==> src/include/pdft_pkg.sv <==
`default_nettype none
package pdft_pkg;
	// Transform geometry: N-point prime transform, N-1 correlator taps
	localparam int PDFT_N = 7;
	localparam int PDFT_TAPS = PDFT_N - 1;
	localparam int PDFT_ROOT = 3;
	localparam int PDFT_DW = 16;
	localparam int PDFT_AW = 32;
	localparam int PDFT_IDXW = 3;
	// Each complex tap spans two filter stages, one per interleaved word
	localparam int PDFT_STAGES = 2 * PDFT_TAPS;
	localparam int PDFT_SIW = 4;
	// Coefficient memory address: bank bit above stage index
	localparam int PDFT_CAW = PDFT_SIW + 1;
	// Zero words written to flush the delay-and-add chain
	localparam logic [3:0] PDFT_FLUSH_WORDS = 4'hc;
	// Output words of partial results after start
	localparam logic [4:0] PDFT_PARTIAL_WORDS = 5'h0b;
	// Reset values
	localparam logic PDFT_SWAP_RST = 1'b0;
	localparam logic [PDFT_IDXW-1:0] PDFT_IDX_RST = 3'h0;
	typedef logic signed [PDFT_DW-1:0] pdft_word_t;
	typedef logic signed [PDFT_AW-1:0] pdft_acc_t;
	// Sequencer states
	typedef enum logic [1:0] {
		PDFT_IDLE,
		PDFT_FLUSH,
		PDFT_STREAM
	} pdft_state_t;
endpackage
`default_nettype wire

==> src/include/pdft_if.sv <==
`default_nettype none
interface pdft_if;
	import pdft_pkg::*;
	logic in_valid;
	pdft_word_t in_word;
	pdft_acc_t cascade_in;
	logic coef_we;
	logic [PDFT_CAW-1:0] coef_addr;
	pdft_word_t coef_wdata;
	pdft_word_t coef_rdata;
	logic out_valid;
	pdft_acc_t out_word;
	logic out_imag;
	modport engine (
		input in_valid, in_word, cascade_in, coef_we, coef_addr, coef_wdata,
		output coef_rdata, out_valid, out_word, out_imag
	);
	modport feeder (
		output in_valid, in_word, cascade_in, coef_we, coef_addr, coef_wdata,
		input coef_rdata, out_valid, out_word, out_imag
	);
endinterface
`default_nettype wire

==> src/core/pdft_feeder.sv <==
`default_nettype none
module pdft_feeder
	import pdft_pkg::*;
(
	input wire logic sys_clk_i, // 40 MHz clock
	input wire logic reset_i, // Synchronous reset, active high
	input wire logic start_i, // Begin continuous transforms
	input wire logic stop_i, // End after current pass
	input wire logic sample_we_i, // Load an input sample
	input wire logic [PDFT_IDXW-1:0] sample_idx_i, // Sample index n
	input wire pdft_word_t sample_re_i, // Real part
	input wire pdft_word_t sample_im_i, // Imaginary part
	input wire pdft_word_t twiddle_re_i, // Twiddle real part for root^k
	input wire pdft_word_t twiddle_imag_part_i, // Twiddle imaginary part
	output logic [PDFT_IDXW-1:0] twiddle_addr_o, // Twiddle store address
	output logic busy_o, // Streaming or flushing
	output logic bin_valid_o, // Bin result valid
	output logic [PDFT_IDXW-1:0] bin_idx_o, // Bin number k
	output logic bin_imag_o, // Result is imaginary part
	output pdft_acc_t bin_word_o, // Corrected result word
	output pdft_acc_t dc_re_o, // Zero-frequency real sum
	output pdft_acc_t dc_im_o, // Zero-frequency imaginary sum
	pdft_if.feeder link // Filter and memory port
);
	import pdft_pkg::*;

	////////////////////////////////////////////////////////////////////
	// Power table of the primitive root, used for loads and labels
	function automatic logic [PDFT_IDXW-1:0] root_pow(input logic [PDFT_IDXW-1:0] e);
		logic [PDFT_IDXW-1:0] lut [PDFT_TAPS];
		lut = '{3'h1, 3'h3, 3'h2, 3'h6, 3'h4, 3'h5};
		return lut[e];
	endfunction

	pdft_state_t state_q, state_d;
	logic [3:0] flush_q;
	logic [PDFT_IDXW-1:0] tw_q; // Twiddle counter
	logic half_q; // 0 real word, 1 imaginary word
	logic [4:0] skip_q; // Partial words still to drop
	logic [PDFT_IDXW-1:0] obin_q;
	logic ohalf_q;
	pdft_word_t first_re_q, first_im_q; // first_sample_real / imag
	pdft_acc_t dc_re_q, dc_im_q;
	// Sample zero opens a block, so the sums restart there
	wire pdft_acc_t dc_re_base = (sample_idx_i == '0) ? '0 : dc_re_q;
	wire pdft_acc_t dc_im_base = (sample_idx_i == '0) ? '0 : dc_im_q;
	logic bin_valid_q, bin_imag_q;
	logic [PDFT_IDXW-1:0] bin_idx_q;
	pdft_acc_t bin_word_q;
	logic [PDFT_CAW-1:0] caddr_q;
	pdft_word_t cdata_q;
	logic cwe_q;

	////////////////////////////////////////////////////////////////////
	// Sequencer decode
	wire logic last_tw = (tw_q == PDFT_IDXW'(PDFT_TAPS - 1));
	wire logic streaming = (state_q == PDFT_STREAM);
	wire logic flushing = (state_q == PDFT_FLUSH);
	// Slot whose sample is root^(N-2-i) for sample index n
	wire logic [PDFT_IDXW-1:0] samp_slot = slot_of(sample_idx_i);
	wire logic samp_perm = (sample_idx_i != '0) && (sample_idx_i < PDFT_IDXW'(PDFT_N));
	// Next output label
	wire logic [PDFT_IDXW-1:0] out_bin = root_pow(obin_q);
	wire logic drop = (skip_q != '0);

	function automatic logic [PDFT_IDXW-1:0] slot_of(input logic [PDFT_IDXW-1:0] n);
		logic [PDFT_IDXW-1:0] s;
		s = '0;
		for (int i = 0; i < PDFT_TAPS; i++) begin
			if (root_pow(PDFT_IDXW'(PDFT_TAPS - 1 - i)) == n) begin
				s = PDFT_IDXW'(i);
			end
		end
		return s;
	endfunction

	// State transitions: flush once, then stream back to back
	always_comb begin
		state_d = state_q;
		case (state_q)
			PDFT_IDLE: begin
				if (start_i) begin
					state_d = PDFT_FLUSH;
				end
			end
			PDFT_FLUSH: begin
				if (flush_q == PDFT_FLUSH_WORDS - 4'h1) begin
					state_d = PDFT_STREAM;
				end
			end
			PDFT_STREAM: begin
				if (stop_i && last_tw && half_q) begin
					state_d = PDFT_IDLE;
				end
			end
			default: state_d = PDFT_IDLE;
		endcase
	end

	////////////////////////////////////////////////////////////////////
	// Word feed: zero during flush, then twiddles real then imag
	always_ff @(posedge sys_clk_i) begin
		if (reset_i) begin
			state_q <= PDFT_IDLE;
			flush_q <= '0;
			tw_q <= PDFT_IDX_RST;
			half_q <= 1'b0;
		end else begin
			state_q <= state_d;
			flush_q <= flushing ? flush_q + 4'h1 : '0;
			if (streaming) begin
				half_q <= ~half_q;
				if (half_q) begin
					tw_q <= last_tw ? '0 : tw_q + 3'h1; // recirculate
				end
			end else begin
				half_q <= 1'b0;
				tw_q <= PDFT_IDX_RST;
			end
		end
	end

	// Inputs to the engine are registered so they stay gapless
	logic in_valid_q;
	pdft_word_t in_word_q;
	logic in_stream_q; // Word on the link is a twiddle, not a flush zero
	logic out_stream_q; // Engine result belongs to a twiddle word
	always_ff @(posedge sys_clk_i) begin
		if (reset_i) begin
			in_valid_q <= 1'b0;
			in_word_q <= '0;
			in_stream_q <= 1'b0;
			out_stream_q <= 1'b0;
		end else begin
			in_valid_q <= flushing || streaming;
			in_stream_q <= streaming;
			out_stream_q <= link.in_valid && in_stream_q;
			in_word_q <= streaming ? (half_q ? twiddle_imag_part_i : twiddle_re_i) : '0;
		end
	end

	////////////////////////////////////////////////////////////////////
	// Sample loads: slot m takes four writes. Odd stage 2m+1 holds re in
	// both banks, bank B even stage 2m holds -im and bank A even stage of
	// slot m+1 holds im, so each result pairs parts of the same twiddle.
	// Loads take four cycles; space samples at least four apart
	logic [2:0] wph_q; // Write phase, 0 when no load is pending
	logic [PDFT_IDXW-1:0] lslot_q; // Slot of the latched sample
	pdft_word_t lre_q, lim_q; // Latched sample parts
	wire logic [PDFT_IDXW-1:0] next_slot = (lslot_q == PDFT_IDXW'(PDFT_TAPS - 1)) ? '0 :
		lslot_q + 3'h1;
	// Stage index counts from the rightmost register as zero
	wire logic [PDFT_SIW-1:0] odd_stage = {lslot_q, 1'b1};
	wire logic [PDFT_SIW-1:0] even_stage = {lslot_q, 1'b0};
	wire logic [PDFT_SIW-1:0] wrap_stage = {next_slot, 1'b0};
	wire logic [PDFT_CAW-1:0] wr_addr = (wph_q == 3'h1) ? {1'b0, odd_stage} :
		(wph_q == 3'h2) ? {1'b1, odd_stage} :
		(wph_q == 3'h3) ? {1'b0, wrap_stage} : {1'b1, even_stage};
	wire pdft_word_t wr_data = (wph_q == 3'h1 || wph_q == 3'h2) ? lre_q :
		(wph_q == 3'h3) ? lim_q : -lim_q;
	always_ff @(posedge sys_clk_i) begin
		if (reset_i) begin
			cwe_q <= 1'b0;
			caddr_q <= '0;
			cdata_q <= '0;
			wph_q <= 3'h0;
			lslot_q <= '0;
			lre_q <= '0;
			lim_q <= '0;
		end else begin
			cwe_q <= (wph_q != 3'h0);
			caddr_q <= wr_addr;
			cdata_q <= wr_data;
			if (sample_we_i && samp_perm) begin
				wph_q <= 3'h1;
				lslot_q <= samp_slot;
				lre_q <= sample_re_i;
				lim_q <= sample_im_i;
			end else if (wph_q != 3'h0) begin
				wph_q <= (wph_q == 3'h4) ? 3'h0 : wph_q + 3'h1;
			end
		end
	end

	// DC sum and first sample capture
	always_ff @(posedge sys_clk_i) begin
		if (reset_i) begin
			dc_re_q <= '0;
			dc_im_q <= '0;
			first_re_q <= '0;
			first_im_q <= '0;
		end else if (sample_we_i) begin
			dc_re_q <= dc_re_base + PDFT_AW'(sample_re_i);
			dc_im_q <= dc_im_base + PDFT_AW'(sample_im_i);
			if (sample_idx_i == '0) begin
				first_re_q <= sample_re_i;
				first_im_q <= sample_im_i;
			end
		end
	end

	////////////////////////////////////////////////////////////////////
	// Output side: drop partial words, label bins, add first sample
	always_ff @(posedge sys_clk_i) begin
		if (reset_i || state_q == PDFT_IDLE) begin
			skip_q <= PDFT_PARTIAL_WORDS;
			obin_q <= '0;
			ohalf_q <= 1'b0;
			bin_valid_q <= 1'b0;
			bin_imag_q <= 1'b0;
			bin_idx_q <= '0;
			bin_word_q <= '0;
		end else begin
			bin_valid_q <= 1'b0;
			if (link.out_valid && out_stream_q) begin
				if (drop) begin
					skip_q <= skip_q - 5'h1;
				end else begin
					bin_valid_q <= 1'b1;
					bin_imag_q <= ohalf_q;
					bin_idx_q <= out_bin;
					bin_word_q <= link.out_word + PDFT_AW'(ohalf_q ? first_im_q : first_re_q);
					ohalf_q <= ~ohalf_q;
					if (ohalf_q) begin
						obin_q <= (obin_q == PDFT_IDXW'(PDFT_TAPS - 1)) ? '0 : obin_q + 3'h1;
					end
				end
			end
		end
	end

	assign link.in_valid = in_valid_q;
	assign link.in_word = in_word_q;
	assign link.cascade_in = '0; // Single device: nothing chained ahead
	assign link.coef_we = cwe_q;
	assign link.coef_addr = caddr_q;
	assign link.coef_wdata = cdata_q;
	assign twiddle_addr_o = tw_q;
	assign busy_o = in_valid_q;
	assign bin_valid_o = bin_valid_q;
	assign bin_idx_o = bin_idx_q;
	assign bin_imag_o = bin_imag_q;
	assign bin_word_o = bin_word_q;
	assign dc_re_o = dc_re_q;
	assign dc_im_o = dc_im_q;
endmodule
`default_nettype wire

==> src/flat_wrapper.sv <==
// flat-port wrapper written by rule: the top's interface ports become plain ports
module pdft_feeder_flat import pdft_pkg::*;
  (sys_clk_i, reset_i, start_i, stop_i, sample_we_i, sample_idx_i, sample_re_i, sample_im_i, twiddle_re_i, twiddle_imag_part_i, twiddle_addr_o, busy_o, bin_valid_o, bin_idx_o, bin_imag_o, bin_word_o, dc_re_o, dc_im_o, link_in_valid, link_in_word, link_cascade_in, link_coef_we, link_coef_addr, link_coef_wdata, link_coef_rdata, link_out_valid, link_out_word, link_out_imag);
  pdft_if link_i ();
  input wire logic sys_clk_i;
  input wire logic reset_i;
  input wire logic start_i;
  input wire logic stop_i;
  input wire logic sample_we_i;
  input wire logic [PDFT_IDXW-1:0] sample_idx_i;
  input wire pdft_word_t sample_re_i;
  input wire pdft_word_t sample_im_i;
  input wire pdft_word_t twiddle_re_i;
  input wire pdft_word_t twiddle_imag_part_i;
  output logic [PDFT_IDXW-1:0] twiddle_addr_o;
  output logic busy_o;
  output logic bin_valid_o;
  output logic [PDFT_IDXW-1:0] bin_idx_o;
  output logic bin_imag_o;
  output pdft_acc_t bin_word_o;
  output pdft_acc_t dc_re_o;
  output pdft_acc_t dc_im_o;
  output wire logic [$bits(link_i.in_valid)-1:0] link_in_valid;
  output wire logic [$bits(link_i.in_word)-1:0] link_in_word;
  output wire logic [$bits(link_i.cascade_in)-1:0] link_cascade_in;
  output wire logic [$bits(link_i.coef_we)-1:0] link_coef_we;
  output wire logic [$bits(link_i.coef_addr)-1:0] link_coef_addr;
  output wire logic [$bits(link_i.coef_wdata)-1:0] link_coef_wdata;
  input wire logic [$bits(link_i.coef_rdata)-1:0] link_coef_rdata;
  input wire logic [$bits(link_i.out_valid)-1:0] link_out_valid;
  input wire logic [$bits(link_i.out_word)-1:0] link_out_word;
  input wire logic [$bits(link_i.out_imag)-1:0] link_out_imag;
  assign link_in_valid = link_i.in_valid;
  assign link_in_word = link_i.in_word;
  assign link_cascade_in = link_i.cascade_in;
  assign link_coef_we = link_i.coef_we;
  assign link_coef_addr = link_i.coef_addr;
  assign link_coef_wdata = link_i.coef_wdata;
  assign link_i.coef_rdata = link_coef_rdata;
  assign link_i.out_valid = link_out_valid;
  assign link_i.out_word = link_out_word;
  assign link_i.out_imag = link_out_imag;
  pdft_feeder u_core (.sys_clk_i(sys_clk_i), .reset_i(reset_i), .start_i(start_i), .stop_i(stop_i), .sample_we_i(sample_we_i), .sample_idx_i(sample_idx_i), .sample_re_i(sample_re_i), .sample_im_i(sample_im_i), .twiddle_re_i(twiddle_re_i), .twiddle_imag_part_i(twiddle_imag_part_i), .twiddle_addr_o(twiddle_addr_o), .busy_o(busy_o), .bin_valid_o(bin_valid_o), .bin_idx_o(bin_idx_o), .bin_imag_o(bin_imag_o), .bin_word_o(bin_word_o), .dc_re_o(dc_re_o), .dc_im_o(dc_im_o), .link(link_i));
endmodule
==> config.mk <==
export PLATFORM = sky130hd
export DESIGN_NAME = pdft_feeder_flat
export DESIGN_NICKNAME = d
export VERILOG_FILES = /design/src/include/pdft_pkg.sv /design/src/include/pdft_if.sv /design/src/core/pdft_feeder.sv /design/src/flat_wrapper.sv
export SDC_FILE = /design/constraint.sdc
export NUM_CORES = 1
export LEC_CHECK = 0
export BUFFER_PORTS_ARGS = -buffer_cell sky130_fd_sc_hd__buf_2
export CAP_MARGIN = 15
export CORE_ASPECT_RATIO = 1.75
export CORE_MARGIN = 8
export CORE_UTILIZATION = 60
export CTS_CLUSTER_DIAMETER = 150
export CTS_CLUSTER_SIZE = 20
export DETAILED_ROUTE_END_ITERATION = 10
export HOLD_SLACK_MARGIN = 0.1
export PLACE_DENSITY_LB_ADDON = 0.3
export SETUP_SLACK_MARGIN = 0.4
export SYNTH_ARGS = -nofsm -noshare
export SYNTH_HDL_FRONTEND = slang
export SYNTH_SLANG_ARGS = --single-unit
export TNS_END_PERCENT = 1
==> constraint.sdc <==
create_clock -name sys_clk_i -period 12 [get_ports sys_clk_i]
set_clock_uncertainty 0.15 [all_clocks]
set_input_delay 1.2 -clock sys_clk_i [delete_from_list [all_inputs] [get_ports sys_clk_i]]
set_output_delay 1.2 -clock sys_clk_i [all_outputs]
set_load 0.03 [all_outputs]
[After elaboration in Yosys (flattened, before gate mapping)]
Memories as Yosys holds them, arrays and structs flattened. A register that Yosys moved wholly into a read port is not among the register bits.
Index checks and enable logic that the tools add are counted.
Word-level totals
  memory bits (read-only): 24
  input bits: 122
  bits in registers: 228
  word-level logic and storage cells: 114
  memories: 1
Cells by class
  reductions and logical operators: 25
  order comparisons: 1
  equal/unequal tests: 18
  bitwise logic cells: 7
  $add $sub $neg: 10
  multiplexer cells: 25
Memories
  (no name shown): words 8, bits a word 3, read ports 1, clocked after Yosys merged registers in 1, wr ports 0, RTL line pdft_feeder.sv:32  | return lut[e];
Operator list (number)
  32-bit 2-to-1 mux: 3
  32-bit by 16-bit adder with 32-bit output: 2
  16-bit 2-to-1 mux: 3
  32-bit adder: 1
  3-bit 2-to-1 mux: 6
  16-bit negation: 1
  3-bit by 1-bit adder with 3-bit output, second input constant: 4
  3-bit == test, second input constant: 4
  2-bit 2-to-1 mux: 5
  5-bit 2-to-1 mux: 2
  2-bit OR reduction: 5
  2-bit by 3-bit == test with 1-bit output, first input constant: 2
  3-bit by 2-bit == test with 1-bit output, second input constant: 2
  3-bit == test, first input constant: 2
  1-bit logical AND: 6
  2-bit inequality test, second input constant: 3
  1-bit NOT: 6
  2-bit case mux with 3 select lines: 1
  2-bit AND reduction: 3
  3-bit AND reduction: 2
  3-bit nonzero test: 2
  5-bit nonzero test: 1
  5-bit by 1-bit subtractor with 5-bit output, second input constant: 1
  4-bit by 1-bit adder with 4-bit output, second input constant: 1
  13 further kinds: 18

[Logic depth before layout (Yosys ltp)]
Gate-level depths: netlist (run 1).
  depth after elaboration: 6
  depth in mapped cells: 16

[Worst setup path before layout (run 1)]
Ideal clock, no wire load.
  path type: input to register
  start point: input port sample_idx_i[1]
  end point: register u_core.dc_im_q[28], in the netlist u_core.dc_im_o[28]
  cell stages on the path: 16
  arrival: 4.539 ns
  data required time: 11.724 ns
  library setup time: 0.126 ns
  path slack: 7.185 ns
  path buffers: 3
  cell sequence: clkbuf_1 > or3_1 > clkbuf_1 > clkbuf_1 > and2_1 > ha_1 > fa_1 > a21oi_2 > o22ai_1 > o31ai_2 > o21ai_1 > and4_4 > a2111o_1 > o41ai_2 > xor2_1 > o21ai_1
On the way
  word-level cells in the longest chain between the ends: 3
Ends and longest elaborated chain
  from (decl): RTL line flat_wrapper.sv:10  | input wire logic [PDFT_IDXW-1:0] sample_idx_i;
  3-bit zero test: RTL line pdft_feeder.sv:46  | wire pdft_acc_t dc_im_base = (sample_idx_i == '0) ? '0 : dc_im_q;
  32-bit 2-to-1 mux: RTL line pdft_feeder.sv:46
  32-bit by 16-bit adder with 32-bit output: RTL line pdft_feeder.sv:194  | dc_im_q <= dc_im_base + PDFT_AW'(sample_im_i);
  to (signal assigned): RTL line pdft_feeder.sv:194
  to (decl): RTL line pdft_feeder.sv:43  | pdft_acc_t dc_re_q, dc_im_q;
No other way between the ends.
A chain may end at the register's enable or synchronous reset.

[Final worst setup path (run 1)]
  start point: input port sample_idx_i[2]
  end point: register u_core.dc_im_q[28], in the netlist u_core.dc_im_o[28]
Same word-level chain as after synthesis.

==> metrics.txt, run 1 <==
Cell Area, Synth=0.0142 mm^2; row cnt=74; DP HPWL=30600 um; Async S/R FF share, synth=0; gr usage total=0.264; core area=0.0232 mm^2; grt met3 use=0.0458; Initial Utilization=0.609; count of different cell masters after synthesis=76; initial antenna violation count=0; Area Overhead vs Synth=11.8%; die area=0.0290 mm^2; commonest non-fill, non-tap cell in the layout=nand2_1; min Tclk post-route=4.66 ns; M1 GR Usage=0.260; DRT Pass-1 Iters=5; peak supply drop=160 uV; cell count after placement=2261; first-pass GRT wire length=63800 um; setup ws final=7.34 ns; nets=2205; met2 Resource Use GR=0.501; most frequent cells in the layout=nand2_1, buf_2, dfxtp_1, a21oi_1, nor2_1; outcome=completed; Cell Chain, Critical Path=buf_2 -> or3_1 -> buf_4 -> and2_1 -> ha_1 -> fa_1 -> a21oi_2 -> o22ai_1 -> o31ai_2 -> o21ai_1 -> and4_4 -> a2111o_1 -> o41ai_2 -> xor2_1 -> o21ai_1; Die Ht=219 um; drt total wl=40100 um; Worst Max-Slew Pin Slew=1.07 ns; Clock Pin Slew Worst Setup and Hold Paths=0.09 ns; Critical-path top delay cell=fa_1; delay-heaviest family, CP=compound AO/OA/AOI/OAI gates; share of cells above drive strength 1=0.160; Post-CTS Hold Buffers=0; filler cell count=2038; max cap viols=0; pwr dens=132 mW/mm^2; Clk Latency, worst-skew pair=0.49 ns; crit path max fanout=30; grt total ovfl=0; Hold Fails Final Rpt=0; #FFs+latches synth=231; hold_ws=0.297 ns; post-cts resize count=0; drt drc=0; Setup-failing EPs final=0; CP Buf/Inv Count=2; Yosys warning count=0; drt first-iter violations=623; Final ANT Viol Nets=0; vias in the first global route=13300; Hold/Removal Path Class=reg2reg; Setup CP Type=in2reg; # port buffers=248; syn_area_per_cell=7.94 um^2; WL/cell=17.6 um; Setup crit start kind=input pin; CTS tree=built; Multi-input gate area=0.00891 mm^2; dpl ws=6.88 ns; Worst EP arrival=4.88 ns; RSZ-0062 raised after global routing=no; Slew Viols, Final=0; post-synthesis cell count=1782; CP required=12.22 ns; CTS Buf Count=15; CP most frequent cell=o21ai_1; die width=132 um; slew margin rel.=0.285; max incr delay on CP=0.44 ns; busiest layer in global routing=met2; vias=13200; number of synthesized flops with an enable pin=0; overall power=0.00209 W; Sequential cell area=0.00462 mm^2; fmax=0.215 GHz; clock tree buffer depth=3; H-Tree Depth=1; period utilization=0.388; sequential-to-total area share from yosys stat=0.327; Main synth FF type=dfxtp_1; Non-Filler Instances=2277; diode count=0; post-CTS setup buffer count=0; CTS root buf=clkbuf_16; Leak=7.26 nW; critical path endpoint category=flip-flop; setup tns final=0 ns; number of clock sinks=231; pin count of the biggest net entering global routing=98; num ports=298; vias per cell=5.81; GPL Wtd Cong=0.907
cells in the mapped netlist, drive strengths merged (9+ instances only):
| cell | n | area share |
|---|---|---|
| nand3b | 9 | 0.0048 |
| xnor2 | 64 | 0.040 |
| clkbuf | 76 | 0.020 |
| a21o | 41 | 0.022 |
| and3 | 13 | 0.0057 |
| mux2 | 16 | 0.013 |
| inv | 48 | 0.013 |
| nand2b | 9 | 0.0040 |
| ha | 106 | 0.094 |
| nand3 | 36 | 0.013 |
| a21oi | 207 | 0.074 |
| nand2 | 253 | 0.067 |
| buf | 41 | 0.020 |
| mux2i | 58 | 0.041 |
| nor2b | 16 | 0.0071 |
| xor2 | 28 | 0.017 |
| o21bai | 15 | 0.0080 |
| and2 | 64 | 0.028 |
| a31oi | 13 | 0.0057 |
| nand4 | 14 | 0.0062 |
| a211oi | 36 | 0.020 |
| nor2 | 183 | 0.049 |
| o21a | 12 | 0.0064 |
| dfxtp | 231 | 0.33 |
| o21ai | 55 | 0.019 |
| nor3 | 34 | 0.012 |
path summary, 6_finish.rpt:
path / depth (start not counted) / slack (ns) / from / end
min: 2 / 0.30 / u_core.in_stream_q / u_core.out_stream_q
min reg2reg: 2 / 0.30 / u_core.in_stream_q / u_core.out_stream_q
max reg2reg: 12 / 8.05 / u_core.ohalf_q / u_core.bin_word_o[29]
max: 15 / 7.34 / sample_idx_i[2] / u_core.dc_im_o[28]
where the power goes:
group | switching (W) | total [W] | internal (W) | leakage, nW
clock | 0.000264 | 0.000490 | 0.000226 | 0.191
combinational | 0.000462 | 0.000728 | 0.000266 | 5.18
sequential | 0.0000433 | 0.000870 | 0.000827 | 1.89
total | 0.000769 | 0.00209 | 0.00132 | 7.26
through the flow:
step / instance area, um^2 / utilization
after floorplan: 14300 / -
after global placement: 15400 / 0.664
after detailed placement: 15400 / 0.664
after CTS: 15800 / 0.681
after global routing: 15800 / 0.681
final: 15800 / 0.681
worst register-to-register path, delay by kind of cell, from the launching register on:
family | cells | cell delay, ns
adder cells (fa/ha/maj) | 1 | 0.43
multiplexers | 1 | 0.57
AO/OA/AOI/OAI | 6 | 1.39
AND/OR/NAND/NOR | 3 | 0.73
buffers and inverters | 1 | 0.28
flip-flops | 1 | 0.31
sequential cells by signal, summed over array words and instances (netlist names), 2 cells and up:
| register | flops |
|---|---|
| u_core.lslot_q | 3 |
| u_core.first_re_q | 16 |
| u_core.obin_q | 3 |
| u_core.link.in_word | 16 |
| u_core.state_q | 2 |
| u_core.first_im_q | 16 |
| u_core.skip_q | 5 |
| u_core.twiddle_addr_o | 3 |
| u_core.bin_idx_o | 3 |
| u_core.link.coef_addr | 5 |
| u_core.dc_im_o | 32 |
| u_core.dc_re_o | 32 |
| u_core.bin_word_o | 32 |
| u_core.lim_q | 16 |
| u_core.lre_q | 16 |
| u_core.link.coef_wdata | 16 |
| u_core.flush_q | 4 |
| u_core.wph_q | 3 |
metal layers:
metal	share of wire	up-vias
met3	0.065	124
met2	0.51	446
met4	0.062	0
li1	-	6532
met5	0	-
met1	0.36	6117
cells by family (layout without fill, tap and decap cells):
| group | after synthesis | count (layout) | synth area share |
|---|---|---|---|
| AOI/OAI and AO/OA | 446 | 446 | 0.197 |
| xor gates and xnor gates | 92 | 92 | 0.0569 |
| adders and majority gates | 109 | 109 | 0.0979 |
| buffers and inverters | 165 | 325 | 0.0528 |
| DFF | 231 | 231 | 0.327 |
| muxes | 74 | 74 | 0.0537 |
| other | 1 | 32 | 0.000265 |
| and+or+nand+nor | 664 | 664 | 0.215 |
layout make-up:
cell class / instances / share of cell area
Timing Repair Buffer: 261 / 0.0848
Clock inverter: 1 / 0.000712
Multi-Input combinational cell: 1417 / 0.563
Tap cell: 304 / 0.0240
Inverter: 48 / 0.0114
Clock buffer: 15 / 0.0237
Sequential cell: 231 / 0.292
No activity file was read; power rests on OpenSTA's default activity.
==> inputs of run 2 (changes only) <==
- CORE_UTILIZATION: 60 -> 56
- clock period: 12 -> 4.6 ns (I/O delays scaled with it)
==> run 2 against run 1 <==
Die area grew 6.4%. Worst setup slack lost 6.6 ns. Via count grew 1.7%. Critical path type is now reg2reg. Critical path depth shrank 3. Global-route usage shrank 0.37 points.
==> metrics.txt, run 2 (synthesis gave the netlist of run 1 again) <==
initial antenna violation count=0 (unchanged); clock tree buffer depth=3 (unchanged); grt total ovfl=0 (unchanged); CTS Buf Count=15 (unchanged); sequential share of power=0.411 (-0.006); Sequential cell area=0.00462 mm^2 (unchanged); Non-Filler Instances=2332 (+2.4%); DP HPWL=31500 um (+2.8%); Setup CP Type=reg2reg; Multi-input gate area=0.00891 mm^2 (unchanged); Reg2Reg Depth=12 (unchanged); pwr dens=339 mW/mm^2 (+160%); core area=0.0250 mm^2 (+7.8%); peak supply drop=366 uV (+130%); RSZ-0062 raised after global routing=no; Clk Latency, worst-skew pair=0.49 ns (about the same); H-Tree Depth=1 (unchanged); critical path endpoint category=flip-flop; slew margin rel.=0.297 (+0.0120); setup tns final=0 ns (unchanged); worst r2r dst=u_core.bin_word_o[30]; P_int=0.00348 W (+160%); most frequent cells in the layout=nand2_1, buf_2, dfxtp_1, a21oi_1, nor2_1; Hold/Removal Path Class=in2reg; # port buffers=248 (unchanged); Setup crit start kind=flip-flop; Area Overhead vs Synth=14.8%; Worst Max-Slew Pin Slew=1.05 ns (-0.0180 ns); nets=2248 (+2.0%); vias in the first global route=13200 (-0.56%); WL/cell=17.8 um (+1.0%); CTS root buf=clkbuf_16; Worst Hold End=u_core.first_re_q[1]; DRT Pass-1 Iters=5 (unchanged); drt total wl=41500 um (+3.4%); vias per cell=5.77 (-0.70%); GPL Wtd Cong=0.948 (+4.5%); Clock Pin Slew Worst Setup and Hold Paths=0.09 ns (about the same); cell count after placement=2279 (+0.80%); CTS tree=built; max cap viols=0 (unchanged); drt first-iter violations=537 (-14%); combinational share of power=0.356 (+0.007); Hold Fails Final Rpt=0 (unchanged); Leak=7.45 nW (+2.5%); commonest non-fill, non-tap cell in the layout=nand2_1; diode count=0 (unchanged); first-pass GRT wire length=65500 um (+2.6%); fmax=0.261 GHz; Slew Viols, Final=0 (unchanged); setup ws final=0.772 ns (-6.57 ns); post-CTS setup buffer count=0 (unchanged); Setup-failing EPs final=0 (unchanged); CP required=4.86 ns (-7.36 ns); drt drc=0 (unchanged); period utilization=0.832; outcome=completed; filler cell count=2225 (+9.2%); Die Ht=226 um (+3.3%); gr usage total=0.261 (-0.00368); die width=136 um (+3.1%); number of clock sinks=231 (unchanged); num ports=298 (unchanged); row cnt=77 (+4.1%); clock power share=0.233 (-0.002); pin count of the biggest net entering global routing=101 (+3.1%); dpl ws=0.345 ns (-6.53 ns); vias=13400 (+1.7%); die area=0.0308 mm^2 (+6.4%); hold_ws=0.113 ns (-0.184 ns); min-delay src=sample_re_i[1]; Sw Pwr=0.00203 W (+160%); min Tclk post-route=3.83 ns; Worst R2R Setup Slack=0.77 ns (-7.28 ns); crit path max fanout=7 (-77%); Net Sw Frac=0.368 (about the same); Final ANT Viol Nets=0 (unchanged); Initial Utilization=0.565 (-0.0440); Worst EP arrival=4.09 ns (-0.79 ns); share of cells above drive strength 1=0.159 (-0.000429); WHS Path Cells=3 (+1); Reg-to-Reg Start=u_core.ohalf_q
## run 2: changes by cell type in the layout (fill, tap and decap cells not counted)
cell / before / now
buf_4: 14 / 20
dlygate4sd3_1: 0 / 37
## run 2: repair_timing
action,in CTS,in global routing
gates resized for setup,0,0
hold buffers,37,0
hold endpoints to repair,23,0
## run 2: cell type report
cell class	instances	share of cell area
Inverter	48	0.0111
Clock buffer	15	0.0231
Timing Repair Buffer	304	0.108
Sequential cell	231	0.285
Clock inverter	1	0.000693
Tap cell	316	0.0243
Multi-Input combinational cell	1417	0.548
## run 2: worst max-delay path by stage
stage | from | end | slack, ns
global route | sample_idx_i[2] | u_core.dc_re_o[30] | 0.45
finish | u_core.ohalf_q | u_core.bin_word_o[30] | 0.77
CTS | u_core.ohalf_q | u_core.bin_word_o[30] | 0.78
detailed placement | sample_idx_i[2] | u_core.dc_re_o[30] | 0.34
floorplan | sample_idx_i[1] | u_core.dc_im_o[28] | 0.52
global placement | sample_idx_i[2] | u_core.dc_re_o[30] | 0.41
## run 2: metrics by stage
step	util	area (um^2)	total power, W
6_report	0.649	16300	0.00551
5_1_grt	0.649	16300	0.00579
4_1_cts	0.649	16300	0.00553
3_5_place_dp	0.619	15500	0.00421
3_3_place_gp	0.619	15500	0.00418
2_1_floorplan	-	14300	0.00373
## run 2: power groups by stage
stage	registers [W]	clock network [W]	logic [W]
after floorplan	0.00252	0	0.00120
after global placement	0.00230	0	0.00187
after detailed placement	0.00231	0	0.00190
after CTS	0.00226	0.00131	0.00195
after global routing	0.00229	0.00137	0.00214
final	0.00227	0.00128	0.00196
## run 2: critical path, stage by stage (launching register included)
cell and delay, ns:
dfxtp_1 0.51, mux2_2 0.40, ha_1 0.23, fa_1 0.43, a21oi_1 0.24, o22ai_1 0.20, a221oi_2 0.46, a211o_1 0.25
nand4_1 0.17, a311oi_1 0.32, xnor2_1 0.16, nand2_1 0.07, a21oi_1 0.16
## run 2: layer usage
layer / wire length [um] / share of wire / up-vias / GRT usage
met5: 0 / 0 / - / 0
met4: 2130 / 0.051 / 0 / 0.141
met3: 2830 / 0.068 / 119 / 0.0453
met2: 21500 / 0.52 / 440 / 0.485
met1: 15000 / 0.36 / 6262 / 0.268
li1: - / - / 6623 / -
